==> src/design/pmuc_map.svh <==
// Register offsets, field positions, reset values and timing counts
`ifndef PMUC_MAP_SVH
`define PMUC_MAP_SVH

`define PMUC_OFF_CONTROL 6'h00
`define PMUC_OFF_KEY 6'h04
`define PMUC_OFF_ADDR_LO 6'h08
`define PMUC_OFF_ADDR_HI 6'h0C
`define PMUC_OFF_WORD_LO 6'h10
`define PMUC_OFF_WORD_HI 6'h14
`define PMUC_OFF_IRQ_STAT 6'h18
`define PMUC_OFF_IRQ_MASK 6'h1C

`define PMUC_BIT_READ 0
`define PMUC_BIT_START 1
`define PMUC_BIT_PERMIT 2
`define PMUC_BIT_FAULT 3
`define PMUC_BIT_FREE 4
`define PMUC_BIT_LATCH_ONLY 5
`define PMUC_BIT_CFG_SEL 6
`define PMUC_BIT_CTRL_TOP 7

`define PMUC_KEY_FIRST 8'h55
`define PMUC_KEY_SECOND 8'hAA
`define PMUC_KEY_RESET 8'h00

`define PMUC_IRQ_DONE 0
`define PMUC_IRQ_FAULT 1

`define PMUC_CYCLE_NS 1000
`define PMUC_CLK_NS 50
`define PMUC_CYCLE_CNT (`PMUC_CYCLE_NS / `PMUC_CLK_NS)

`endif

==> src/design/pmuc_pkg.sv <==
// Types shared by the program memory unlock control block
package pmuc_pkg;

    typedef enum logic [1:0] {
        UNLOCK_IDLE = 2'b00,
        UNLOCK_HALF = 2'b01,
        UNLOCK_OPEN = 2'b10
    } pmuc_unlock_e;

    typedef struct packed {
        logic cfg_sel;
        logic latch_only;
        logic free;
        logic [14:0] addr;
        logic [13:0] word;
    } pmuc_cmd_s;

endpackage

==> src/design/pmuc_cycle_timer.sv <==
// Busy timer that stands for one program cycle of the memory array
`timescale 1ns/1ps
`default_nettype none
`include "pmuc_map.svh"

module pmuc_cycle_timer #(
    parameter int CYCLES = `PMUC_CYCLE_CNT
) (
    input wire logic clk_sys_i,
    input wire logic srst_i,
    input wire logic start_i,
    output logic busy_o,
    output logic done_o
);

    logic [15:0] count;

    always_ff @(posedge clk_sys_i) begin
        if (srst_i) begin
            count <= 16'h0000;
            busy_o <= 1'b0;
            done_o <= 1'b0;
        end else begin
            done_o <= 1'b0;
            if (start_i && !busy_o) begin
                count <= 16'(CYCLES - 1);
                busy_o <= 1'b1;
            end else if (busy_o) begin
                if (count == 16'h0000) begin
                    busy_o <= 1'b0;
                    done_o <= 1'b1;
                end else begin
                    count <= count - 16'h0001;
                end
            end
        end
    end

endmodule
`default_nettype wire

==> src/design/pmuc_top.sv <==
// Program memory unlock control with a classic Wishbone register slave
// How it works
// - A program cycle starts only if 55h then AAh went to the key register.
// - The key register is 8 bits, write-only, reads zero and resets to zero.
// - Bit 7 of the control and high address registers always reads one.
// - The high word register keeps bits 5 to 0; bits 7 and 6 read zero.
`timescale 1ns/1ps
`default_nettype none
`include "pmuc_map.svh"

module pmuc_top #(
    parameter int CYCLES = `PMUC_CYCLE_CNT
) (
    input wire logic clk_sys_i,
    input wire logic srst_i,
    input wire logic wb_cyc_i,
    input wire logic wb_stb_i,
    input wire logic wb_we_i,
    input wire logic [5:0] wb_adr_i,
    input wire logic [3:0] wb_sel_i,
    input wire logic [31:0] wb_dat_i,
    output logic [31:0] wb_dat_o,
    output logic wb_ack_o,
    output logic irq_o,
    output logic prog_start_o,
    output pmuc_pkg::pmuc_cmd_s prog_cmd_o,
    output logic prog_busy_o
);

    ////////////////////////////////////////////////////////////////////////
    // Registers

    pmuc_pkg::pmuc_unlock_e unlock;
    logic [7:0] key;
    logic cfg_sel, latch_only, free, permit, fault, rd_bit;
    logic [7:0] addr_lo, word_lo;
    logic [6:0] addr_hi;
    logic [5:0] word_hi;
    logic [1:0] irq_stat, irq_mask;
    logic start_req, busy, done;

    logic req, wr, wr_lane0;
    logic [7:0] wbyte;
    assign req = wb_cyc_i && wb_stb_i && !wb_ack_o;
    assign wr = req && wb_we_i;
    assign wr_lane0 = wr && wb_sel_i[0];
    assign wbyte = wb_dat_i[7:0];

    ////////////////////////////////////////////////////////////////////////
    // Address decode

    logic hit_control;
    logic hit_key;
    logic hit_addr_lo;
    logic hit_addr_hi;
    logic hit_word_lo;
    logic hit_word_hi;
    logic hit_irq_stat;
    logic hit_irq_mask;
    assign hit_control = wb_adr_i == `PMUC_OFF_CONTROL;
    assign hit_key = wb_adr_i == `PMUC_OFF_KEY;
    assign hit_addr_lo = wb_adr_i == `PMUC_OFF_ADDR_LO;
    assign hit_addr_hi = wb_adr_i == `PMUC_OFF_ADDR_HI;
    assign hit_word_lo = wb_adr_i == `PMUC_OFF_WORD_LO;
    assign hit_word_hi = wb_adr_i == `PMUC_OFF_WORD_HI;
    assign hit_irq_stat = wb_adr_i == `PMUC_OFF_IRQ_STAT;
    assign hit_irq_mask = wb_adr_i == `PMUC_OFF_IRQ_MASK;

    logic ctrl_wr;
    assign ctrl_wr = wr_lane0 && hit_control;

    ////////////////////////////////////////////////////////////////////////
    // Bus answer: one wait state, ack drops the cycle after

    always_ff @(posedge clk_sys_i) begin
        if (srst_i) begin
            wb_ack_o <= 1'b0;
        end else begin
            wb_ack_o <= req;
        end
    end

    logic [7:0] next_rdata;

    always_comb begin
        next_rdata = 8'h00;
        unique case (wb_adr_i)
            `PMUC_OFF_CONTROL: begin
                next_rdata = {1'b1, cfg_sel, latch_only, free,
                    fault, permit, busy, rd_bit};
            end
            `PMUC_OFF_KEY: begin
                next_rdata = 8'h00;
            end
            `PMUC_OFF_ADDR_LO: begin
                next_rdata = addr_lo;
            end
            `PMUC_OFF_ADDR_HI: begin
                next_rdata = {1'b1, addr_hi};
            end
            `PMUC_OFF_WORD_LO: begin
                next_rdata = word_lo;
            end
            `PMUC_OFF_WORD_HI: begin
                next_rdata = {2'b00, word_hi};
            end
            `PMUC_OFF_IRQ_STAT: begin
                next_rdata = {6'h00, irq_stat};
            end
            `PMUC_OFF_IRQ_MASK: begin
                next_rdata = {6'h00, irq_mask};
            end
            // Unmapped offsets read zero and are still answered
            default: begin
                next_rdata = 8'h00;
            end
        endcase
    end

    // Upper lanes are never used, so they stay zero
    always_ff @(posedge clk_sys_i) begin
        if (srst_i) begin
            wb_dat_o <= 32'h00000000;
        end else if (req && !wb_we_i) begin
            wb_dat_o <= {24'h000000, next_rdata};
        end
    end

    ////////////////////////////////////////////////////////////////////////
    // Plain data registers

    // Frozen while busy so a running cycle never sees its operands move
    always_ff @(posedge clk_sys_i) begin
        if (srst_i) begin
            addr_lo <= 8'h00;
        end else if (wr_lane0 && hit_addr_lo && !busy) begin
            addr_lo <= wbyte;
        end
    end

    always_ff @(posedge clk_sys_i) begin
        if (srst_i) begin
            addr_hi <= 7'h00;
        end else if (wr_lane0 && hit_addr_hi && !busy) begin
            addr_hi <= wbyte[6:0];
        end
    end

    always_ff @(posedge clk_sys_i) begin
        if (srst_i) begin
            word_lo <= 8'h00;
        end else if (wr_lane0 && hit_word_lo && !busy) begin
            word_lo <= wbyte;
        end
    end

    always_ff @(posedge clk_sys_i) begin
        if (srst_i) begin
            word_hi <= 6'h00;
        end else if (wr_lane0 && hit_word_hi && !busy) begin
            word_hi <= wbyte[5:0];
        end
    end

    ////////////////////////////////////////////////////////////////////////
    // Control register

    always_ff @(posedge clk_sys_i) begin
        if (srst_i) begin
            cfg_sel <= 1'b0;
            latch_only <= 1'b0;
            free <= 1'b0;
        end else if (ctrl_wr && !busy) begin
            cfg_sel <= wbyte[`PMUC_BIT_CFG_SEL];
            latch_only <= wbyte[`PMUC_BIT_LATCH_ONLY];
            free <= wbyte[`PMUC_BIT_FREE];
        end
    end

    always_ff @(posedge clk_sys_i) begin
        if (srst_i) begin
            permit <= 1'b0;
        end else if (ctrl_wr && !busy) begin
            permit <= wbyte[`PMUC_BIT_PERMIT];
        end
    end

    // No array reads here, so the read request bit never sets
    always_ff @(posedge clk_sys_i) begin
        if (srst_i) begin
            rd_bit <= 1'b0;
        end else if (ctrl_wr && !busy) begin
            rd_bit <= 1'b0;
        end
    end

    ////////////////////////////////////////////////////////////////////////
    // Unlock sequence

    logic key_wr, start_wr;
    assign key_wr = wr_lane0 && hit_key;
    assign start_wr = ctrl_wr && wbyte[`PMUC_BIT_START];

    // Write-only key holds the last value, cleared by every reset
    always_ff @(posedge clk_sys_i) begin
        if (srst_i) begin
            key <= `PMUC_KEY_RESET;
        end else if (key_wr) begin
            key <= wbyte;
        end
    end

    pmuc_pkg::pmuc_unlock_e next_unlock;

    // Unlock lapses on any other access; timing is left to software
    always_comb begin
        next_unlock = unlock;
        if (req) begin
            unique case (unlock)
                pmuc_pkg::UNLOCK_IDLE: begin
                    if (key_wr && wbyte == `PMUC_KEY_FIRST) begin
                        next_unlock = pmuc_pkg::UNLOCK_HALF;
                    end else begin
                        next_unlock = pmuc_pkg::UNLOCK_IDLE;
                    end
                end
                pmuc_pkg::UNLOCK_HALF: begin
                    if (key_wr && wbyte == `PMUC_KEY_SECOND
                        && key == `PMUC_KEY_FIRST) begin
                        next_unlock = pmuc_pkg::UNLOCK_OPEN;
                    end else begin
                        next_unlock = pmuc_pkg::UNLOCK_IDLE;
                    end
                end
                pmuc_pkg::UNLOCK_OPEN: begin
                    next_unlock = pmuc_pkg::UNLOCK_IDLE;
                end
                default: begin
                    next_unlock = pmuc_pkg::UNLOCK_IDLE;
                end
            endcase
        end
    end

    always_ff @(posedge clk_sys_i) begin
        if (srst_i) begin
            unlock <= pmuc_pkg::UNLOCK_IDLE;
        end else begin
            unlock <= next_unlock;
        end
    end

    // Start only straight after the full key, with the permit bit set
    assign start_req = start_wr && unlock == pmuc_pkg::UNLOCK_OPEN
        && permit && wbyte[`PMUC_BIT_PERMIT] && !busy;

    logic fault_set;
    assign fault_set = start_wr && !start_req && !busy;

    // Start without unlock sets the fault flag; set beats clear
    always_ff @(posedge clk_sys_i) begin
        if (srst_i) begin
            fault <= 1'b0;
        end else if (fault_set) begin
            fault <= 1'b1;
        end else if (ctrl_wr) begin
            fault <= wbyte[`PMUC_BIT_FAULT] & fault;
        end
    end

    pmuc_cycle_timer #(
        .CYCLES(CYCLES)
    ) u_timer (
        .clk_sys_i(clk_sys_i),
        .srst_i(srst_i),
        .start_i(start_req),
        .busy_o(busy),
        .done_o(done)
    );

    ////////////////////////////////////////////////////////////////////////
    // Program command outputs

    always_ff @(posedge clk_sys_i) begin
        if (srst_i) begin
            prog_start_o <= 1'b0;
        end else begin
            prog_start_o <= start_req;
        end
    end

    always_ff @(posedge clk_sys_i) begin
        if (srst_i) begin
            prog_busy_o <= 1'b0;
        end else begin
            prog_busy_o <= busy;
        end
    end

    // Captured once so later register writes cannot disturb it
    always_ff @(posedge clk_sys_i) begin
        if (srst_i) begin
            prog_cmd_o <= '0;
        end else if (start_req) begin
            prog_cmd_o <= {cfg_sel, latch_only, free, addr_hi, addr_lo,
                word_hi, word_lo};
        end
    end

    ////////////////////////////////////////////////////////////////////////
    // Interrupts: write one to clear, set wins

    logic [1:0] ev, clr;
    assign ev = {fault_set, done};
    assign clr = (wr_lane0 && hit_irq_stat) ? wbyte[1:0] : 2'b00;

    // A new event outranks a clear that lands in the same cycle
    always_ff @(posedge clk_sys_i) begin
        if (srst_i) begin
            irq_stat <= 2'b00;
        end else begin
            irq_stat <= (irq_stat & ~clr) | ev;
        end
    end

    always_ff @(posedge clk_sys_i) begin
        if (srst_i) begin
            irq_mask <= 2'b00;
        end else if (wr_lane0 && hit_irq_mask) begin
            irq_mask <= wbyte[1:0];
        end
    end

    // Registered, so the pin lags the status by one cycle
    always_ff @(posedge clk_sys_i) begin
        if (srst_i) begin
            irq_o <= 1'b0;
        end else begin
            irq_o <= |(irq_stat & irq_mask);
        end
    end

endmodule
`default_nettype wire

==> config.mk <==
export PLATFORM = sky130hd
export DESIGN_NAME = pmuc_top
export DESIGN_NICKNAME = d
export VERILOG_FILES = /design/src/design/pmuc_pkg.sv /design/src/design/pmuc_cycle_timer.sv /design/src/design/pmuc_top.sv
export VERILOG_INCLUDE_DIRS = /design/src /design/src/design
export SDC_FILE = /design/constraint.sdc
export NUM_CORES = 1
export LEC_CHECK = 0
export BUFFER_PORTS_ARGS = -buffer_cell sky130_fd_sc_hd__buf_2
export CORE_MARGIN = 1
export CORE_UTILIZATION = 25
export DETAILED_ROUTE_END_ITERATION = 10
export PLACE_DENSITY = 0.51
export SLEW_MARGIN = 20
export SYNTH_ARGS = -nofsm -noshare
export SYNTH_HDL_FRONTEND = slang
export SYNTH_SLANG_ARGS = --single-unit
==> constraint.sdc <==
create_clock -name clk_sys_i -period 2.1 [get_ports clk_sys_i]
set_clock_uncertainty 0.1 [all_clocks]
set_input_delay 0.105 -clock clk_sys_i [delete_from_list [all_inputs] [get_ports clk_sys_i]]
set_output_delay 0.105 -clock clk_sys_i [all_outputs]
set_load 0.005 [all_outputs]
==> impl_metrics.json <==
{
  "status": "finished, violations left",
  "violations": "setup timing",
  "insertion_delay_ns": 0.36,
  "reg2reg_depth": 4,
  "io_buffer_count": 63,
  "synthesis.area_sq_um": 4970,
  "r2r-end": "u_timer.count[9]$_SDFFE_PP0P_",
  "grt_use_total_pct": 14.3,
  "antenna_cells": 0,
  "maxCapViolCount": 0,
  "numCtsBuffers": 9,
  "r2r_slack_ns": -0.02,
  "area_growth_syn_to_layout_pct": 23.6,
  "critPathBufInv": 0,
  "drv_slew": 0,
  "cp-endpoint": "u_timer.count[9]$_SDFFE_PP0P_",
  "nets": 678,
  "initial_core_util_pct": 25.5,
  "top_usage_layer": "met2",
  "met2_usage_pct": 21.8,
  "antenna_found_initial": 0,
  "synth_edf_count": 0,
  "wire_per_inst_um": 15.8,
  "crit_top_cell": "or4_4",
  "drt_iter0_drc": 241,
  "drtAntennaViolNets": 0,
  "wl_mm": 14.2,
  "setup_violations": 2,
  "min_path_type": "in2reg",
  "yosysUniqueCellTypes": 62,
  "critPathMaxFanout": 5,
  "crit_path_end_kind": "register",
  "overflow": 0,
  "drc_errors": 0,
  "rsz0062_at_grt": "true",
  "critical_path.top_delay_family": "simple AND/OR/NAND/NOR gates",
  "cpMaxStageDelayCell": "or4b_4",
  "ys.flop_type": "dfxtp_1",
  "cts_tree": "done",
  "die_x_um": 143,
  "io_pins": 115,
  "p_leak_nw": 2.49,
  "grt_use_met3_pct": 2.78,
  "hpwl_mm": 10.1,
  "path_cells": "or4b_4 -> or4_4 -> or4_4 -> a21oi_2",
  "post-route-util_pct": 31.5,
  "cts.sinks": 110,
  "die-area_sq_um": 20400,
  "num_vias": 4186,
  "hold_slack_ns": 0.0371,
  "first_pass_iters": 5,
  "startpoint_type": "register",
  "htreeDepth": 3,
  "met1_usage_pct": 19.6,
  "clk_path_buf_depth": 2,
  "drive_gt1_share_pct": 24.4,
  "clock-root-buffer": "clkbuf_16",
  "fin_crit_sh_pct": 101,
  "vdd_ir_drop_max_mv": 0.408,
  "grt_pass1_wl_mm": 21.8,
  "clkTransAtPathRegs_ns": 0.08,
  "r2r_start": "u_timer.count[1]$_SDFFE_PP0P_",
  "ys_seq_area_share_pct": 44.3,
  "ys_ff_latch": 110,
  "worst_slew_pin_slew_ns": 0.620,
  "die_h_um": 143,
  "grt_start_max_net_pins": 96,
  "required_ns": 2.31,
  "max-slew-margin-rel_pct": 58.6,
  "grt_pass1_vias": 3833,
  "netlist_instances": 548,
  "ys_warn_count": 0,
  "period_minus_slack_ns": 2.12,
  "fmax_ghz": 0.472,
  "cpPeakStageDelay_ns": 0.54,
  "final_hold_viol_count": 0,
  "path_class": "reg2reg",
  "syn_area_per_cell_sq_um": 9.06,
  "n_fill_cell": 2099,
  "gp_routability_congestion": 0.865,
  "coreArea_sq_um": 19500,
  "synthArstFlopShare_pct": 0,
  "cp-startpoint": "u_timer.count[1]$_SDFFE_PP0P_",
  "rows": 51,
  "cp.depth": 4,
  "arrival_ns": 2.33,
  "worst_slack_ns": -0.0204,
  "pwr_density_cell_nw_per_um2": 671,
  "vias_per_cell": 4.66
}
[repair_timing]
action,4_1_cts,5_1_grt
resized for setup,1,9
hold buffers,2,0
cloned,0,1
setup buffers,0,1
pin swaps,1,2
endpoints found under the hold margin,4,0
setup endpoints to repair,2,6
[routing by layer]
| layer | vias to the layer above | routed length (um) |
|---|---|---|
| li1 | 2119 | - |
| met1 | 1970 | 7070 |
| met2 | 84 | 6340 |
| met3 | 13 | 586 |
| met4 | 0 | 220 |
| met5 | - | 0 |
[stage by stage]
step | instance area (sq um) | TNS (ns) | setup WS, ns | std cells | power, mW
floorplan | 5050 | -0.0597 | -0.0597 | 571 | 2.27
global placement | 5740 | -0.0139 | -0.00968 | 879 | 2.33
detailed placement | 5740 | -0.0357 | -0.0179 | 879 | 2.33
CTS | 6080 | -0.0521 | -0.0356 | 897 | 4.17
global route | 6140 | -0.223 | -0.0709 | 899 | 4.28
finish | 6140 | -0.0232 | -0.0204 | 899 | 4.12
[registers in the layout, summed over array words and instances (netlist names), 2 cells and up]
signal,cells
addr_hi,7
prog_cmd_o,32
irq_stat,2
addr_lo,8
word_lo,8
key,8
u_timer.count,16
unlock,2
wb_dat_o,8
word_hi,6
irq_mask,2
[power by group]
part           internal [mW]  switching [mW]  leakage [nW]
sequential              2.08         0.00110         0.887
combinational         0.0628           0.133          1.45
clock                  0.980           0.855         0.150
[area by class of cell]
cell class,count,area (sq um),area share [%]
Clock buffer,10,239,3.89
Clock inverter,6,81.3,1.33
Timing Repair Buffer,108,724,11.8
Multi-Input combinational cell,395,2540,41.3
Sequential cell,110,2200,35.9
Tap cell,265,332,5.40
Inverter,5,18.8,0.306
[cells in the final DEF (no fill, tap or decap), types with 6 or more instances in the layout]
cell | Yosys | final
mux2i_1 | 49 | 49
buf_4 | 24 | 37
or4_1 | 8 | 7
a22o_1 | 6 | 6
dfxtp_1 | 110 | 108
conb_1 | 1 | 24
o21ai_1 | 35 | 35
a21oi_1 | 51 | 50
nand4_1 | 7 | 7
nand3_1 | 35 | 35
o21ai_0 | 7 | 7
nor2_1 | 56 | 56
buf_2 | 11 | 63
clkbuf_16 | 0 | 9
nand2_1 | 21 | 21
[cells by family after synthesis]
kind of cell / after synthesis / synth area share, %
fa+ha+maj: 2 / 0.504
compound gates: 129 / 15.1
simple gates: 184 / 20.9
mux: 55 / 11.5
buf+inv: 67 / 7.53
flops: 110 / 44.3
other cells: 1 / 0.0755
[worst min-delay path by stage]
stage | cells past startpoint | start | endpoint
2_1_floorplan | 1 | srst_i | prog_busy_o$_SDFF_PP0_
3_3_place_gp | 3 | wb_dat_i[1] | word_hi[1]$_SDFFE_PP0P_
3_5_place_dp | 3 | wb_dat_i[1] | word_hi[1]$_SDFFE_PP0P_
4_1_cts | 3 | wb_dat_i[5] | addr_lo[5]$_SDFFE_PP0P_
5_1_grt | 3 | wb_dat_i[6] | cfg_sel$_SDFFE_PP0P_
6_report | 3 | wb_we_i | wb_dat_o[7]$_SDFFE_PP0P_
[Yosys cell counts, types with 3 or more instances]
| cell | instances | area share, % |
|---|---|---|
| or3_1 | 4 | 0.50 |
| nand2b_1 | 3 | 0.38 |
| nor3_1 | 3 | 0.30 |
| o22ai_1 | 4 | 0.50 |
| nor4b_1 | 4 | 0.71 |
| nor4_1 | 5 | 0.63 |
| mux2_2 | 5 | 1.1 |
| nand4_1 | 7 | 0.88 |
| o21ai_1 | 35 | 3.5 |
| nand3b_1 | 3 | 0.45 |
| a21oi_1 | 51 | 5.1 |
| or4_1 | 8 | 1.2 |
| nor4bb_1 | 3 | 0.60 |
| or4b_2 | 3 | 0.60 |
| nor2b_1 | 4 | 0.50 |
| dfxtp_1 | 110 | 44 |
| a22o_1 | 6 | 1.1 |
| or4_4 | 3 | 0.68 |
| o31ai_1 | 6 | 0.91 |
| o21ai_0 | 7 | 0.71 |
| buf_4 | 24 | 3.6 |
| clkbuf_1 | 23 | 1.7 |
| inv_1 | 5 | 0.38 |
| a22oi_1 | 5 | 0.76 |
| nand3_1 | 35 | 3.5 |
| buf_2 | 11 | 1.1 |
| nor2_1 | 56 | 4.2 |
| nand2_1 | 21 | 1.6 |
| mux2i_1 | 49 | 9.9 |
| or2_2 | 3 | 0.38 |
[worst min-delay path: stages]
cell and delay [ns]:
buf_2 0.14, o21ai_0 0.10, a21oi_1 0.13
No activity file was read; power rests on OpenSTA's default activity.
